===== src/lvd_glitch_map.svh =====
/*
  constants for the lvd release glitch guard: timing figures and counts.
  assumes a 100 MHz core clock; included by bare name.
*/
`ifndef LVD_GLITCH_MAP_SVH
`define LVD_GLITCH_MAP_SVH

// core clock period and settle delay figure
`define CLK_PERIOD_NS 10
`define SETTLE_NS 400
// settle delay in cycles: least time, rounded up
`define SETTLE_CYC ((`SETTLE_NS + `CLK_PERIOD_NS - 1) / `CLK_PERIOD_NS)
// windows in half settle delays
`define REQ_HOLD_HALVES 5
`define REQ_IGNORE_HALVES 3
`define CNT_W 12

`endif


===== src/lvd_glitch_pkg.sv =====
/*
  types shared by the lvd release glitch guard.
  assumes nothing beyond a SystemVerilog compiler.
*/
package lvd_glitch_pkg;
  // target release sequence, gray coded along the usual path
  typedef enum logic [1:0]
  {
    TGT_IDLE = 2'b00,
    TGT_CONN = 2'b01,
    TGT_HOLD = 2'b11,
    TGT_DONE = 2'b10
  } tgt_state_t;
endpackage


===== src/lvd_glitch_if.sv =====
/*
  interface carrying a timed window request between guard and timer.
  assumes one clock domain.
*/
`timescale 1ns/1ns
interface lvd_timer_if;
  logic start;
  logic [11:0] limit;
  logic expired;
  modport ctrl (output start, output limit, input expired);
  modport tmr (input start, input limit, output expired);
endinterface


===== src/lvd_window_timer.sv =====
/*
  one-shot window timer: start loads the limit, expired pulses at zero.
  assumes start is a single-cycle pulse from the same clock.
*/
`timescale 1ns/1ns
module lvd_window_timer
(
  input wire logic clk,
  input wire logic rst_n,
  input wire logic ce,
  lvd_timer_if.tmr t
);
  logic [11:0] cnt_ff;
  logic run_ff;
  logic exp_ff;
  wire logic at_one = run_ff && (cnt_ff == 12'h001);

  // restart wins over a running count
  always_ff @(posedge clk or negedge rst_n)
  begin
    if (!rst_n)
    begin
      cnt_ff <= 12'h000;
      run_ff <= 1'b0;
      exp_ff <= 1'b0;
    end
    else if (ce)
    begin
      exp_ff <= t.start ? 1'b0 : at_one;
      run_ff <= t.start ? 1'b1 : (run_ff && !at_one);
      cnt_ff <= t.start ? t.limit : (run_ff ? cnt_ff - 12'h001 : cnt_ff);
    end
  end
  assign t.expired = exp_ff;
endmodule // lvd_window_timer


===== src/lvd_release_glitch_guard.sv =====
/*
  release glitch guard: sequences release of actively negated control
  lines and blanks ack/atn/req reception after bsy drops.
  assumes bus levels are true-high and already decoded from pins; the
  surrounding phase logic supplies role, phase and wanted drive values.
*/
`timescale 1ns/1ns
`include "lvd_glitch_map.svh"

// What this block does
// - release glitches last up to one settle delay
// - lvd drivers force all glitch handling on
// - initiator keeps ack/atn negated until bus free
// - target ignores ack/atn after bsy release
// - target holds req negated 2.5 settle delays
// - initiator ignores req within 1.5 settle delays
// - target keeps c/d, i/o, msg until bsy released
// - bus free starts settle delay after bsy/sel false
// - active negation per signal class and phase
module lvd_release_glitch_guard
#(
  parameter logic [11:0] SETTLE_CYC = 12'(`SETTLE_CYC),
  parameter int DATA_W = 8
)
(
  input wire logic clk,
  input wire logic reset_n,
  input wire logic ce,
  input wire logic lvd_mode,
  input wire logic guard_opt,
  input wire logic role_target,
  input wire logic in_selection,
  input wire logic in_info_xfer,
  input wire logic bsy_drive_req,
  input wire logic ctl_release_req,
  input wire logic bsy_pin,
  input wire logic sel_pin,
  input wire logic ack_pin,
  input wire logic atn_pin,
  input wire logic req_pin,
  input wire logic connect_evt,
  input wire logic [DATA_W-1:0] data_out,
  output logic bsy_oe,
  output logic sel_oe,
  output logic rst_oe,
  output logic acknak_neg_oe,
  output logic req_neg_oe,
  output logic phase_oe,
  output logic [DATA_W-1:0] data_oe,
  output logic ack_seen,
  output logic atn_seen,
  output logic req_seen,
  output logic bus_free
);
  // reset release through two flops
  logic rs1_ff;
  logic rs2_ff;
  always_ff @(posedge clk or negedge reset_n)
  begin
    if (!reset_n)
    begin
      rs1_ff <= 1'b0;
      rs2_ff <= 1'b0;
    end
    else
    begin
      rs1_ff <= 1'b1;
      rs2_ff <= rs1_ff;
    end
  end
  wire logic rst_n = rs2_ff;

  // pin inputs: three flops, change accepted when stages 2 and 3 agree
  localparam int NPIN = 5;
  wire logic [NPIN-1:0] pin_raw = {bsy_pin, sel_pin, ack_pin, atn_pin,
                                   req_pin};
  logic [NPIN-1:0] s1_ff;
  logic [NPIN-1:0] s2_ff;
  logic [NPIN-1:0] s3_ff;
  logic [NPIN-1:0] pin_ff;
  genvar gi;
  generate
    for (gi = 0; gi < NPIN; gi++)
    begin : g_sync
      always_ff @(posedge clk or negedge rst_n)
      begin
        if (!rst_n)
        begin
          s1_ff[gi] <= 1'b0;
          s2_ff[gi] <= 1'b0;
          s3_ff[gi] <= 1'b0;
          pin_ff[gi] <= 1'b0;
        end
        else if (ce)
        begin
          s1_ff[gi] <= pin_raw[gi];
          s2_ff[gi] <= s1_ff[gi];
          s3_ff[gi] <= s2_ff[gi];
          if (s2_ff[gi] == s3_ff[gi])
            pin_ff[gi] <= s3_ff[gi];
        end
      end
    end
  endgenerate
  wire logic bsy_s = pin_ff[4];
  wire logic sel_s = pin_ff[3];
  wire logic ack_s = pin_ff[2];
  wire logic atn_s = pin_ff[1];
  wire logic req_s = pin_ff[0];

  // guard enable: mandatory under lvd, optional otherwise
  wire logic guard_on = lvd_mode || guard_opt;

  // bsy edge seen on the bus and our own bsy release
  logic bsy_prev_ff;
  logic bsy_oe_ff;
  wire logic bus_bsy_fall = bsy_prev_ff && !bsy_s;
  wire logic own_bsy_rel = bsy_oe_ff && !bsy_drive_req;

  // three window timers: bus free, req hold, req ignore
  lvd_timer_if free_t();
  lvd_timer_if hold_t();
  lvd_timer_if ign_t();
  wire logic bus_idle = !bsy_s && !sel_s;
  logic idle_prev_ff;
  // half settle delay rounded so 2.5x never falls short, 1.5x never long
  wire logic [12:0] settle_x5 = 13'(SETTLE_CYC) * 13'd5;
  wire logic [12:0] settle_x3 = 13'(SETTLE_CYC) * 13'd3;
  assign free_t.start = bus_idle && !idle_prev_ff;
  assign free_t.limit = SETTLE_CYC;
  assign hold_t.start = own_bsy_rel && role_target;
  assign hold_t.limit = settle_x5[12:1] + {11'h000, settle_x5[0]};
  assign ign_t.start = bus_bsy_fall && !role_target;
  assign ign_t.limit = settle_x3[12:1];

  lvd_window_timer u_free
  (
    .clk(clk),
    .rst_n(rst_n),
    .ce(ce),
    .t(free_t)
  );
  lvd_window_timer u_hold
  (
    .clk(clk),
    .rst_n(rst_n),
    .ce(ce),
    .t(hold_t)
  );
  lvd_window_timer u_ign
  (
    .clk(clk),
    .rst_n(rst_n),
    .ce(ce),
    .t(ign_t)
  );

  // target release sequence
  lvd_glitch_pkg::tgt_state_t tst_ff;
  lvd_glitch_pkg::tgt_state_t nxt_tst;
  always_comb
  begin
    nxt_tst = tst_ff;
    case (tst_ff)
      lvd_glitch_pkg::TGT_IDLE:
        if (role_target && bsy_drive_req)
          nxt_tst = lvd_glitch_pkg::TGT_CONN;
      lvd_glitch_pkg::TGT_CONN:
        if (own_bsy_rel)
          nxt_tst = lvd_glitch_pkg::TGT_HOLD;
      lvd_glitch_pkg::TGT_HOLD:
        if (hold_t.expired)
          nxt_tst = lvd_glitch_pkg::TGT_DONE;
      lvd_glitch_pkg::TGT_DONE:
        nxt_tst = lvd_glitch_pkg::TGT_IDLE;
      default:
        nxt_tst = lvd_glitch_pkg::TGT_IDLE;
    endcase
  end

  // blanking flags; ack/atn set on our bsy release, req on bsy falling on the bus, cleared by a new connection
  logic ackatn_ign_ff;
  logic req_ign_ff;
  logic free_ff;
  // a settle delay after idle is bus free; any bsy/sel ends it
  wire logic nxt_free = bus_idle && (free_ff || free_t.expired);
  // target: blank within one settle delay, here on the very next edge
  wire logic nxt_ackatn_ign = guard_on && role_target &&
    (own_bsy_rel || (ackatn_ign_ff && !connect_evt));
  // initiator: blank at once, well inside 1.5 settle delays
  wire logic nxt_req_ign = guard_on && !role_target &&
    (bus_bsy_fall || (req_ign_ff && !connect_evt));

  // drive enables
  wire logic hold_req = guard_on && (tst_ff == lvd_glitch_pkg::TGT_HOLD);
  wire logic nxt_req_neg = role_target && in_info_xfer ||
    hold_req || (own_bsy_rel && guard_on);
  // initiator negates ack/atn during transfers and until bus free
  wire logic nxt_acknak = !role_target &&
    (in_info_xfer || (guard_on && acknak_neg_oe && !free_ff));
  // phase lines stay driven while bsy is driven
  wire logic nxt_phase = role_target && (bsy_drive_req ||
    (!ctl_release_req && in_info_xfer));
  // selection: only true bits driven, false ones released
  wire logic [DATA_W-1:0] nxt_data_oe = in_selection ? data_out :
    (in_info_xfer ? {DATA_W{1'b1}} : {DATA_W{1'b0}});

  // registered state and outputs; bsy/sel/rst never actively negated,
  // their enables only ever mean assert
  always_ff @(posedge clk or negedge rst_n)
  begin
    if (!rst_n)
    begin
      tst_ff <= lvd_glitch_pkg::TGT_IDLE;
      bsy_prev_ff <= 1'b0;
      idle_prev_ff <= 1'b1;
      bsy_oe_ff <= 1'b0;
      ackatn_ign_ff <= 1'b0;
      req_ign_ff <= 1'b0;
      free_ff <= 1'b0;
      acknak_neg_oe <= 1'b0;
      req_neg_oe <= 1'b0;
      phase_oe <= 1'b0;
      data_oe <= '0;
      ack_seen <= 1'b0;
      atn_seen <= 1'b0;
      req_seen <= 1'b0;
    end
    else if (ce)
    begin
      tst_ff <= nxt_tst;
      bsy_prev_ff <= bsy_s;
      idle_prev_ff <= bus_idle;
      bsy_oe_ff <= bsy_drive_req;
      ackatn_ign_ff <= nxt_ackatn_ign;
      req_ign_ff <= nxt_req_ign;
      free_ff <= nxt_free;
      acknak_neg_oe <= nxt_acknak;
      req_neg_oe <= nxt_req_neg;
      phase_oe <= nxt_phase;
      data_oe <= nxt_data_oe;
      ack_seen <= ack_s && !nxt_ackatn_ign;
      atn_seen <= atn_s && !nxt_ackatn_ign;
      req_seen <= req_s && !nxt_req_ign;
    end
  end
  assign bsy_oe = bsy_oe_ff;
  assign sel_oe = 1'b0;
  assign rst_oe = 1'b0;
  assign bus_free = free_ff;

  // hold counter for checking the req window length
  logic [12:0] rel_cnt_ff;
  always_ff @(posedge clk or negedge rst_n)
  begin
    if (!rst_n)
      rel_cnt_ff <= 13'h0000;
    else if (ce)
      rel_cnt_ff <= hold_t.start ? 13'h0001 :
        (rel_cnt_ff != 13'h0000 ? rel_cnt_ff + 13'h0001 : 13'h0000);
  end

  property p_req_hold;
    @(posedge clk) disable iff (!rst_n)
    (ce && guard_on && rel_cnt_ff != 13'h0000 &&
     rel_cnt_ff < hold_t.limit + 13'h0001) |-> req_neg_oe;
  endproperty
  a_req_hold: assert property (p_req_hold)
    else $error("req released before hold ended");

  property p_ackatn_ign;
    @(posedge clk) disable iff (!rst_n)
    (ce && guard_on && role_target && own_bsy_rel) |=> ackatn_ign_ff;
  endproperty
  a_ackatn_ign: assert property (p_ackatn_ign)
    else $error("ack/atn not blanked after bsy release");

  property p_ack_blank;
    @(posedge clk) disable iff (!rst_n)
    ackatn_ign_ff |-> !ack_seen && !atn_seen;
  endproperty
  a_ack_blank: assert property (p_ack_blank)
    else $error("ack or atn seen while blanked");

  property p_req_ign;
    @(posedge clk) disable iff (!rst_n)
    (ce && guard_on && !role_target && bus_bsy_fall) |=> req_ign_ff;
  endproperty
  a_req_ign: assert property (p_req_ign)
    else $error("req not blanked after bsy fall");

  property p_free_late;
    @(posedge clk) disable iff (!rst_n)
    $rose(bus_idle) |-> !free_ff [*2];
  endproperty
  a_free_late: assert property (p_free_late)
    else $error("bus free declared too early");

  property p_acknak;
    @(posedge clk) disable iff (!rst_n)
    (ce && guard_on && acknak_neg_oe && !free_ff && !role_target)
      |=> acknak_neg_oe || !ce;
  endproperty
  a_acknak: assert property (p_acknak)
    else $error("ack/atn released before bus free");

  // phase lines may drop on the same edge as bsy, never before it
  property p_phase;
    @(posedge clk) disable iff (!rst_n)
    (bsy_oe_ff && role_target) |-> phase_oe;
  endproperty
  a_phase: assert property (p_phase)
    else $error("phase lines released while bsy driven");

  property p_sel_data;
    @(posedge clk) disable iff (!rst_n)
    (ce && in_selection) |=> ((data_oe & ~$past(data_out)) == '0) || !ce;
  endproperty
  a_sel_data: assert property (p_sel_data)
    else $error("false data bit driven in selection");

  property p_no_neg;
    @(posedge clk) disable iff (!rst_n)
    !sel_oe && !rst_oe;
  endproperty
  a_no_neg: assert property (p_no_neg)
    else $error("sel or rst negated actively");

  c_hold_done: cover property (@(posedge clk) hold_t.expired);
  c_bus_free: cover property (@(posedge clk) $rose(free_ff));
  c_req_blank: cover property (@(posedge clk) $rose(req_ign_ff));
  c_ack_blank: cover property (@(posedge clk) $rose(ackatn_ign_ff));
  c_req_window: cover property (@(posedge clk) ign_t.expired && req_ign_ff);
endmodule // lvd_release_glitch_guard


===== config.mk =====
export PLATFORM = sky130hd
export DESIGN_NAME = lvd_release_glitch_guard
export DESIGN_NICKNAME = d
export VERILOG_FILES = /design/src/lvd_glitch_pkg.sv /design/src/lvd_glitch_if.sv /design/src/lvd_window_timer.sv /design/src/lvd_release_glitch_guard.sv
export VERILOG_INCLUDE_DIRS = /design/src
export SDC_FILE = /design/constraint.sdc
export NUM_CORES = 1
export LEC_CHECK = 0
export ABC_CLOCK_PERIOD_IN_PS = 3400
export BUFFER_PORTS_ARGS = -buffer_cell sky130_fd_sc_hd__buf_2
export CAP_MARGIN = 20
export CORE_UTILIZATION = 55
export CTS_CLUSTER_DIAMETER = 50
export DETAILED_ROUTE_END_ITERATION = 12
export GPL_TIMING_DRIVEN = 0
export PLACE_DENSITY = 0.75
export SKIP_LAST_GASP = 1
export SYNTH_ARGS = -nofsm -noshare
export SYNTH_HDL_FRONTEND = slang
export SYNTH_SLANG_ARGS = --single-unit

===== constraint.sdc =====
create_clock -name clk -period 3.4 [get_ports clk]
set_input_delay 1.02 -clock clk [delete_from_list [all_inputs] [get_ports clk]]
set_output_delay 1.02 -clock clk [all_outputs]
set_load 0.02 [all_outputs]

==> results of run 1 <==
-- path summary, 6_finish.rpt --
path	startpoint	end	slack [ns]	depth (start not counted)
hold / removal	rs1_ff	rs2_ff	0.36	0
hold reg to reg	rs1_ff	rs2_ff	0.36	0
setup / recovery	ce	u_free.cnt_ff[11]	0.88	6
min in group asynchronous	reset_n	rs1_ff	0.44	1
setup reg to reg	u_hold.cnt_ff[5]	u_hold.cnt_ff[11]	1.17	4
max in group asynchronous	rs2_ff	u_hold.cnt_ff[8]	2.37	0
-- logic make-up (layout without fill, tap and decap cells) --
group                      after synthesis  in the layout  share of synthesized area (%)
AOI/OAI and AO/OA                       81             81                           14.7
xor gates and xnor gates                10             10                           2.66
adders and majority gates                4              4                           1.52
buffers and inverters                   31             84                           3.84
DFF                                     72             72                           54.8
muxes                                   17             17                           5.75
other                                    2              3                          0.228
and+or+nand+nor                        106            106                           16.4
-- cell usage in the layout, fill, tap and decap left out, types with 2 or more instances in the layout --
master	count
a21o_1	2
a21oi_1	33
buf_1	2
buf_2	39
buf_4	2
clkbuf_1	12
clkbuf_8	9
clkinv_2	3
clkinvlp_4	2
conb_1	3
dfrtp_1	70
ha_1	4
inv_1	13
mux2_2	15
mux2i_1	2
nand2_1	31
nand2b_1	6
nand3_1	7
nand4_1	2
nor2_1	26
nor3_1	7
nor4_1	5
o21a_1	2
o21ai_0	26
o22a_1	2
o2bb2ai_1	6
or2_2	2
or3_1	3
or4_1	4
or4_4	2
or4b_2	2
xnor2_1	6
xor2_1	4
-- flip-flops by register name, summed over array words and instances (netlist names), 2 cells and up --
register	cells
u_free.cnt_ff	12
u_hold.cnt_ff	12
data_oe	8
s1_ff	5
s2_ff	5
s3_ff	5
tst_ff	2
-- routing by layer --
metal | share of wire (%) | up-vias | global-route usage (%)
met2 | 48 | 65 | 37.3
li1 | - | 1224 | -
met1 | 46 | 1249 | 34.8
met4 | 0.95 | 0 | 10.2
met3 | 4.8 | 7 | 4.94
met5 | 0 | - | 0
-- power breakdown --
group	internal, W	switching [W]
Sequential	0.00107	0.000208
Combinational	0.000295	0.000373
Clock	0.000335	0.000320
-- critical path, delay by kind of cell --
kind	cells	cell delay [ns]
simple gates	2	0.76
compound gates	2	0.55
buf+inv	2	0.41
-- final cells by class --
type                    instances  area (µm²)
fillers                       446        1880
flip-flops and latches         72        1810
multi-input cells             221        1370
repair buffers                 37         185
clock buffers                  10         128
well taps                      72        90.1
plain buffers                  17        73.8
clock inverters                 6        60.1
inverters                      14        52.6
-- metrics by stage --
stage / setup WS, ns / hold WS (ns) / area (µm²) / utilization [%]
global placement: 0.463 / 0.334 / 3570 / 63.2
detailed placement: 0.536 / 0.346 / 3580 / 63.4
global route: 0.773 / 0.366 / 3760 / 66.7
floorplan: 0.760 / 0.331 / 3290 / -
CTS: 0.877 / 0.364 / 3760 / 66.7
finish: 0.881 / 0.361 / 3760 / 66.7
==> impl_metrics.py, run 1 <==
metrics = {
    "clock_network": {
        "clk_path_buf_depth": 2,
        "cts.sinks": 72,
        "ctsHoldBuffers": 0,
        "cts-root-buf": "clkbuf_8",
        "htree_levels": 3,
        "cts_made_buffers": 9,
        "path_clk_slew_ns": 0.08,
        "cts_setup_buffers": 0,
        "insertion_delay_ns": 0.34,
        "cts_tree": "done",
        "cts-resized-gates": 0,
    },
    "place": {
        "place.gp.congestion": 0.766,
        "portBuffers": 37,
        "dpl.cell_count": 433,
        "hpwlAfterDp_um": 4580,
    },
    "timing": {
        "fmax_mhz": 397,
        "finalClockSkew_ns": 0.00768,
        "drv_slew": 0,
        "setup_viol": 0,
        "slew_headroom_pct": 41.3,
        "worstMarginPinSlew_ns": 0.880,
        "period_share_pct": 74.1,
        "fin_setup_tns_ns": 0,
        "grt_setup_unrepaired": "no",
        "fin_crit_ns": 2.52,
        "hold_viol": 0,
    },
    "routing": {
        "wl_um": 6850,
        "wl_per_cell_um": 15.3,
        "drtPass1Iterations": 4,
        "ant_nets": 0,
        "via_per_inst": 5.67,
        "first_iter_violations": 186,
        "drc": 0,
        "vias": 2545,
    },
    "yosys": {
        "ys_seq_area_share_pct": 54.8,
        "synthCells": 323,
        "yosysMostFrequentCell": "dfrtp_1",
        "synth_cell_types": 50,
        "synth_top_cell_by_area": "dfrtp_1",
        "synthesis.area_um2": 3290,
        "synth-edff-count": 0,
        "synth_top_area_share_pct": 54.0,
        "syn_avg_cell_area_um2": 10.2,
        "yosys_warnings": 0,
        "synth_area_leaders": "dfrtp_1 (54%), mux2_2 (5.1%), a21oi_1 (5.0%)",
        "synth_flop_cell": "dfrtp_1",
        "async_flop_share_pct": 100,
        "synth_common_cells": "dfrtp_1 (71), a21oi_1 (33), nand2_1 (31), nor2_1 (26), o21ai_0 (26)",
        "ys_ff_latch": 72,
    },
    "floorplan": {
        "io_pins": 42,
        "start_util_pct": 58.3,
        "fp.dieH_um": 79.3,
        "placementRows": 27,
        "die_w_um": 79.3,
        "die-area_um2": 6290,
        "core_um2": 5640,
    },
    "flow_run": {
        "cap_violations": 0,
    },
    "cells_and_area": {
        "drive_gt1_share_pct": 22.0,
        "antenna_cells": 0,
        "nNetsFinal": 400,
        "area_growth_pct": 14.5,
        "layout.cells.non_filler": 449,
    },
    "pwr": {
        "finalPower_w": 0.00260,
        "cellLeakagePower_nw": 1.67,
        "power.density_nw_per_um2": 691,
        "peakVddDrop_v": 0.000430,
    },
    "global_route": {
        "grt_usage_pct": 24.7,
        "grt_pass1_vias": 2423,
        "antenna_found_initial": 0,
        "grt_pass1_wl_um": 11700,
        "grt_max_degree": 71,
        "grt-ovfl-total": 0,
    },
    "worst_setup_path": {
        "end_kind": "flip-flop",
        "critPathLaunchType": "input pin",
        "worstPathCellList": "buf_2 > or4b_2 > clkbuf_1 > a211oi_1 > a21oi_1 > nand2b_1",
        "worstPathRequired_ns": 3.63,
        "worstPathMaxFanout": 10,
        "cp_slowest_stage_delay_ns": 0.60,
        "crit_slowest_cell": "or4b_2",
        "worstPathArrival_ns": 2.75,
        "worstSetupPathType": "input pin to flip-flop",
    },
    "outcome": {
        "run_status": "completed",
    },
    "min_path": {
        "hold_path_class": "flip-flop to flip-flop",
    },
}
No activity file was read; power rests on OpenSTA's default activity.
==> inputs of run 2 (changes only) <==
- ABC_AREA: default -> 1
- ABC_CLOCK_PERIOD_IN_PS: 3400 -> 2040
- CORE_UTILIZATION: 55 -> 52
- clock period: 3.4 -> 2.04 ns (I/O delays scaled with it)
==> impl_metrics.py, run 2 <==
metrics = {
    "cells_and_area": {
        "fill_cells": 567,
        "antenna_cells": 0,
        "seq_area_um2": 1810,
        "multi_input_area_um2": 1330,
        "final_common_cell": "nand2_1",
        "nNetsFinal": 484,
        "drive_gt1_share_pct": 17.6,
        "utilization_pct": 61.7,
        "layout_common_cells": "nand2_1 (99), dfrtp_1 (70), nor2_1 (54)",
        "area_growth_pct": 15.3,
        "largest_registers": "u_free.cnt_ff: 12 flops, u_hold.cnt_ff: 12 flops, data_oe: 8 flops",
    },
    "timing": {
        "setup_viol": 0,
        "hold_viol": 0,
        "worstMarginPinSlew_ns": 0.887,
        "fin_crit_ns": 1.63,
        "fin_hold_ws_ns": 0.0353,
        "finalClockSkew_ns": 0.00897,
        "fmax_mhz": 615,
        "period_share_pct": 79.7,
        "grt_setup_unrepaired": "no",
        "drv_slew": 0,
        "slew_headroom_pct": 40.9,
        "fin_setup_tns_ns": 0,
    },
    "yosys": {
        "yosys.area_share.xor_xnor_pct": 0.259,
        "ys_seq_area_share_pct": 53.4,
        "ys_ff_latch": 72,
        "synthCells": 407,
        "synthesis.area_um2": 3380,
        "synth_top_area_share_pct": 52.6,
        "async_flop_share_pct": 100,
        "synth_flop_cell": "dfrtp_1",
        "synth_area_leaders": "dfrtp_1 (53%), nand2_1 (11%), nor2_1 (6.0%)",
        "synth-edff-count": 0,
        "synth_top_cell_by_area": "dfrtp_1",
        "synth-compound-area-share_pct": 9.96,
        "yosysMostFrequentCell": "nand2_1",
        "synth_top_family_by_area": "simple AND/OR/NAND/NOR gates",
        "synth_common_cells": "nand2_1 (99), dfrtp_1 (71), nor2_1 (54), inv_1 (41), nand3_1 (32)",
        "syn_avg_cell_area_um2": 8.30,
        "synth_cell_types": 36,
        "synthSimpleGateAreaFrac_pct": 27.3,
        "synth_mux_area_share_pct": 0,
        "synth_fa_ha_area_share_pct": 1.48,
        "yosys_warnings": 0,
    },
    "worst_setup_path": {
        "r2r-end": "u_free.cnt_ff[10]",
        "cp_num_buf_inv": 1,
        "worstPathArrival_ns": 1.86,
        "end_kind": "flip-flop",
        "worstSetupPathType": "flip-flop to flip-flop",
        "worstPathCellList": "inv_1 > ha_1 > nand3_1 > nor2_1 > nand3_1 > o21ai_1 > nor2_1",
        "critPathLaunchType": "flip-flop",
        "worstPathMaxFanout": 4,
        "startpoint": "u_free.cnt_ff[0]",
        "crit-reg2reg-launch": "u_free.cnt_ff[0]",
        "worstPathRequired_ns": 2.28,
        "r2r_cells": 7,
        "crit_family": "simple AND/OR/NAND/NOR gates",
        "cp_slowest_stage_delay_ns": 0.41,
        "crit_slowest_cell": "dfrtp_1",
        "reg2reg_slack_ns": 0.41,
    },
    "global_route": {
        "grt_pass1_vias": 2560,
        "grt_usage_pct": 22.1,
        "grt.busiest_layer": "met2",
        "grt_max_degree": 71,
        "grt_pass1_wl_um": 11200,
        "antenna_found_initial": 0,
        "grt-ovfl-total": 0,
        "grtUsageMet1_pct": 27.9,
        "grt_use_met2_pct": 37.8,
        "grtUsageMet3_pct": 5.93,
    },
    "clock_network": {
        "cts_setup_buffers": 0,
        "insertion_delay_ns": 0.35,
        "ctsHoldBuffers": 0,
        "cts_made_buffers": 9,
        "cts_tree": "done",
        "cts.sinks": 72,
        "htree_levels": 3,
        "cts-resized-gates": 0,
        "path_clk_slew_ns": 0.08,
        "cts-root-buf": "clkbuf_8",
        "clk_path_buf_depth": 2,
    },
    "min_path": {
        "hold_path_class": "input pin to async pin",
    },
    "floorplan": {
        "die-area_um2": 6820,
        "core_um2": 6310,
        "io_pins": 42,
        "start_util_pct": 53.5,
        "fp.dieH_um": 82.6,
        "die_w_um": 82.6,
        "placementRows": 29,
    },
    "routing": {
        "drtPass1Iterations": 4,
        "vias": 2732,
        "ant_nets": 0,
        "via_per_inst": 5.08,
        "first_iter_violations": 185,
        "drc": 0,
        "wl_per_cell_um": 12.2,
        "wl_um": 6570,
    },
    "pwr": {
        "cellLeakagePower_nw": 2.02,
        "peakVddDrop_v": 0.000863,
        "power.density_nw_per_um2": 1190,
    },
    "place": {
        "place.gp.congestion": 0.795,
        "hpwlAfterDp_um": 4540,
        "portBuffers": 37,
    },
    "flow_run": {
        "cap_violations": 0,
    },
    "outcome": {
        "run_status": "completed",
    },
}
-- run 2: layout make-up --
cell class,count,area share [%]
Sequential cell,72,46.4
Multi-Input combinational cell,279,34.2
Timing Repair Buffer,37,4.76
Inverter,44,4.37
Clock buffer,9,3.18
Clock inverter,7,2.63
Tap cell,77,2.47
Buffer,13,2.02
-- run 2: power breakdown --
group / leakage, nW / internal (W) / switching, W
clock network: 0.116 / 0.000703 / 0.000580
registers: 0.888 / 0.00178 / 0.000312
logic: 1.01 / 0.000480 / 0.000780
-- run 2: kinds of logic after synthesis --
group / after synthesis
other: 2
and+or+nand+nor: 209
xor gates and xnor gates: 1
DFF: 72
buffers and inverters: 57
AOI/OAI and AO/OA: 62
adders and majority gates: 4
-- run 2: worst max-delay path by stage --
stage,cells past startpoint,end
2_1_floorplan,8,u_hold.cnt_ff[11]
3_3_place_gp,5,u_free.cnt_ff[10]
3_5_place_dp,5,u_free.cnt_ff[10]
4_1_cts,7,u_free.cnt_ff[10]
5_1_grt,7,u_free.cnt_ff[10]
6_report,7,u_free.cnt_ff[10]
-- run 2: layer usage --
layer	wire [µm]	up-vias
met5	0	-
met4	64	0
met3	174	8
met2	3280	38
met1	3050	1292
li1	-	1394
-- run 2: stage by stage --
step	power [W]	std cells	cell area (µm²)	worst slack, ns
floorplan	0.00306	408	3380	0.628
global placement	0.00333	522	3660	0.364
detailed placement	0.00338	522	3670	0.377
CTS	0.00466	538	3890	0.413
global route	0.00500	538	3890	0.258
finish	0.00464	538	3890	0.413
==> inputs of run 3 (changes only) <==
- ABC_CLOCK_PERIOD_IN_PS: 2040 -> 1700
- CORE_UTILIZATION: 52 -> 55
- clock period: 2.04 -> 1.7 ns (I/O delays scaled with it)
==> impl_metrics.py, run 3 (same netlist as run 2, synthesis figures left out) <==
metrics = {
    "worst_setup_path": {
        "cp_slowest_stage_delay_ns": 0.41,
        "startpoint": "u_free.cnt_ff[0]",
        "worstSetupPathType": "flip-flop to flip-flop",
        "worstPathArrival_ns": 1.81,
        "crit-reg2reg-launch": "u_free.cnt_ff[0]",
        "worstPathMaxFanout": 4,
        "worst_path_most_repeated_cell": "nand3_1",
        "worstPathCellList": "inv_1 > ha_1 > nand3_1 > nor2_2 > nand3_1 > o21ai_1 > nor2_1",
        "end_kind": "flip-flop",
        "critPathLaunchType": "flip-flop",
        "worstPathRequired_ns": 1.93,
        "crit_slowest_cell": "dfrtp_1",
    },
    "min_path": {
        "hold_path_class": "flip-flop to flip-flop",
        "hold_start": "rs1_ff",
    },
    "pwr": {
        "p_int_w": 0.00359,
        "cellLeakagePower_nw": 2.01,
        "p_sw_w": 0.00196,
        "pwr-share-seq_pct": 45.4,
        "power.share.clock_pct": 26.9,
        "finalPower_w": 0.00555,
        "comb_power_share_pct": 27.7,
        "power.density_nw_per_um2": 1430,
        "peakVddDrop_v": 0.000721,
        "p_sw_share_pct": 35.4,
    },
    "clock_network": {
        "clk_path_buf_depth": 2,
        "insertion_delay_ns": 0.35,
        "cts_tree": "done",
        "path_clk_slew_ns": 0.07,
        "cts-root-buf": "clkbuf_8",
        "htree_levels": 3,
        "cts.sinks": 72,
        "cts_made_buffers": 9,
    },
    "floorplan": {
        "fp.dieH_um": 80.4,
        "die_w_um": 80.4,
        "io_pins": 42,
        "core_um2": 5920,
        "die-area_um2": 6460,
        "start_util_pct": 57.1,
        "placementRows": 28,
    },
    "global_route": {
        "grt_max_degree": 71,
        "grt-ovfl-total": 0,
        "grt_usage_pct": 24.0,
        "grt_pass1_vias": 2578,
        "grt_pass1_wl_um": 11600,
        "antenna_found_initial": 0,
    },
    "timing": {
        "fin_crit_ns": 1.58,
        "grt_setup_unrepaired": "yes",
        "fin_ws_ns": 0.120,
        "slew_headroom_pct": 41.4,
        "period_share_pct": 93.0,
        "drv_slew": 0,
        "fmax_mhz": 633,
        "finalClockSkew_ns": 0.00716,
        "setup_viol": 0,
        "worstMarginPinSlew_ns": 0.879,
        "hold_viol": 0,
    },
    "cells_and_area": {
        "antenna_cells": 0,
        "multi_input_area_um2": 1330,
        "stdcell_area_um2": 3890,
        "seq_area_um2": 1810,
        "area_growth_pct": 15.2,
        "layout_common_cells": "nand2_1 (99), dfrtp_1 (70), nor2_1 (53)",
        "fill_cells": 502,
        "largest_registers": "u_free.cnt_ff: 12 flops, u_hold.cnt_ff: 12 flops, data_oe: 8 flops",
        "drive_gt1_share_pct": 17.1,
        "nNetsFinal": 485,
        "final_common_cell": "nand2_1",
    },
    "place": {
        "portBuffers": 37,
        "dpl-instance-area_um2": 3660,
        "hpwlAfterDp_um": 4730,
        "place.gp.congestion": 0.813,
        "dp_slack_ns": 0.0993,
    },
    "routing": {
        "wl_um": 6900,
        "drc": 0,
        "vias": 2784,
        "drtPass1Iterations": 6,
        "ant_nets": 0,
        "wl_per_cell_um": 12.8,
        "first_iter_violations": 254,
        "via_per_inst": 5.18,
    },
    "flow_run": {
        "cap_violations": 0,
    },
    "outcome": {
        "run_status": "completed",
    },
}
run 3: cell types whose count changed in the layout (fill, tap and decap cells not counted), sizes merged:
cell and delta:
clkinv -2, dlygate4sd3 +1, clkbuf +4, inv -2
run 3: path summary, 6_finish.rpt:
| check | to | slack, ns | depth (start not counted) |
|---|---|---|---|
| max | u_free.cnt_ff[10] | 0.12 | 7 |
| min | rs2_ff | 0.36 | 0 |
| max reg2reg | u_free.cnt_ff[10] | 0.12 | 7 |
| min reg2reg | rs2_ff | 0.36 | 0 |
| max in group asynchronous | s3_ff[3] | 0.67 | 0 |
| min in group asynchronous | ack_s | 0.45 | 0 |
run 3: final cells by class:
cell class	instances	area share, %
repair buffers	38	5.02
multi-input cells	279	34.2
clock inverters	3	1.67
clock buffers	13	3.83
well taps	75	2.41
flip-flops and latches	72	46.4
plain buffers	13	2.03
inverters	44	4.37
run 3: power by group through the flow:
stage	Clock, W	Combinational [W]	Sequential, W
finish	0.00150	0.00154	0.00252
global route	0.00159	0.00176	0.00259
CTS	0.00152	0.00153	0.00252
detailed placement	0	0.00152	0.00255
global placement	0	0.00147	0.00253
floorplan	0	0.00113	0.00253
run 3: per-stage QoR:
step / hold WS [ns] / utilization [%] / TNS (ns) / std cells
3_5_place_dp: 0.296 / 61.9 / 0 / 520
3_3_place_gp: 0.296 / 61.9 / 0 / 520
4_1_cts: 0.350 / 65.7 / 0 / 537
2_1_floorplan: 0.214 / - / 0 / 408
5_1_grt: 0.345 / 65.7 / -0.00465 / 537
6_report: 0.357 / 65.7 / 0 / 537
run 3: worst max-delay path: cells and delay by family (launching register included):
kind,cells,cell delay (ns)
AO/OA/AOI/OAI,1,0.13
adder cells (fa/ha/maj),1,0.23
buffers and inverters,1,0.12
flip-flops,1,0.41
AND/OR/NAND/NOR,4,0.57
run 3: routing by layer:
metal / wire, µm / vias up / track usage [%]
met1: 3260 / 1311 / 31.4
met4: 80 / 0 / 9.64
li1: - / 1394 / -
met5: 0 / - / 0
met3: 328 / 9 / 6.14
met2: 3230 / 70 / 37.9
run 3: repair_timing:
| action | 4_1_cts | 5_1_grt |
|---|---|---|
| gates resized for setup | 0 | 1 |
| hold endpoints to repair | 2 | 0 |
| setup endpoints to repair | 0 | 1 |
| hold buffers | 1 | 0 |
| buffers inserted | 0 | 0 |
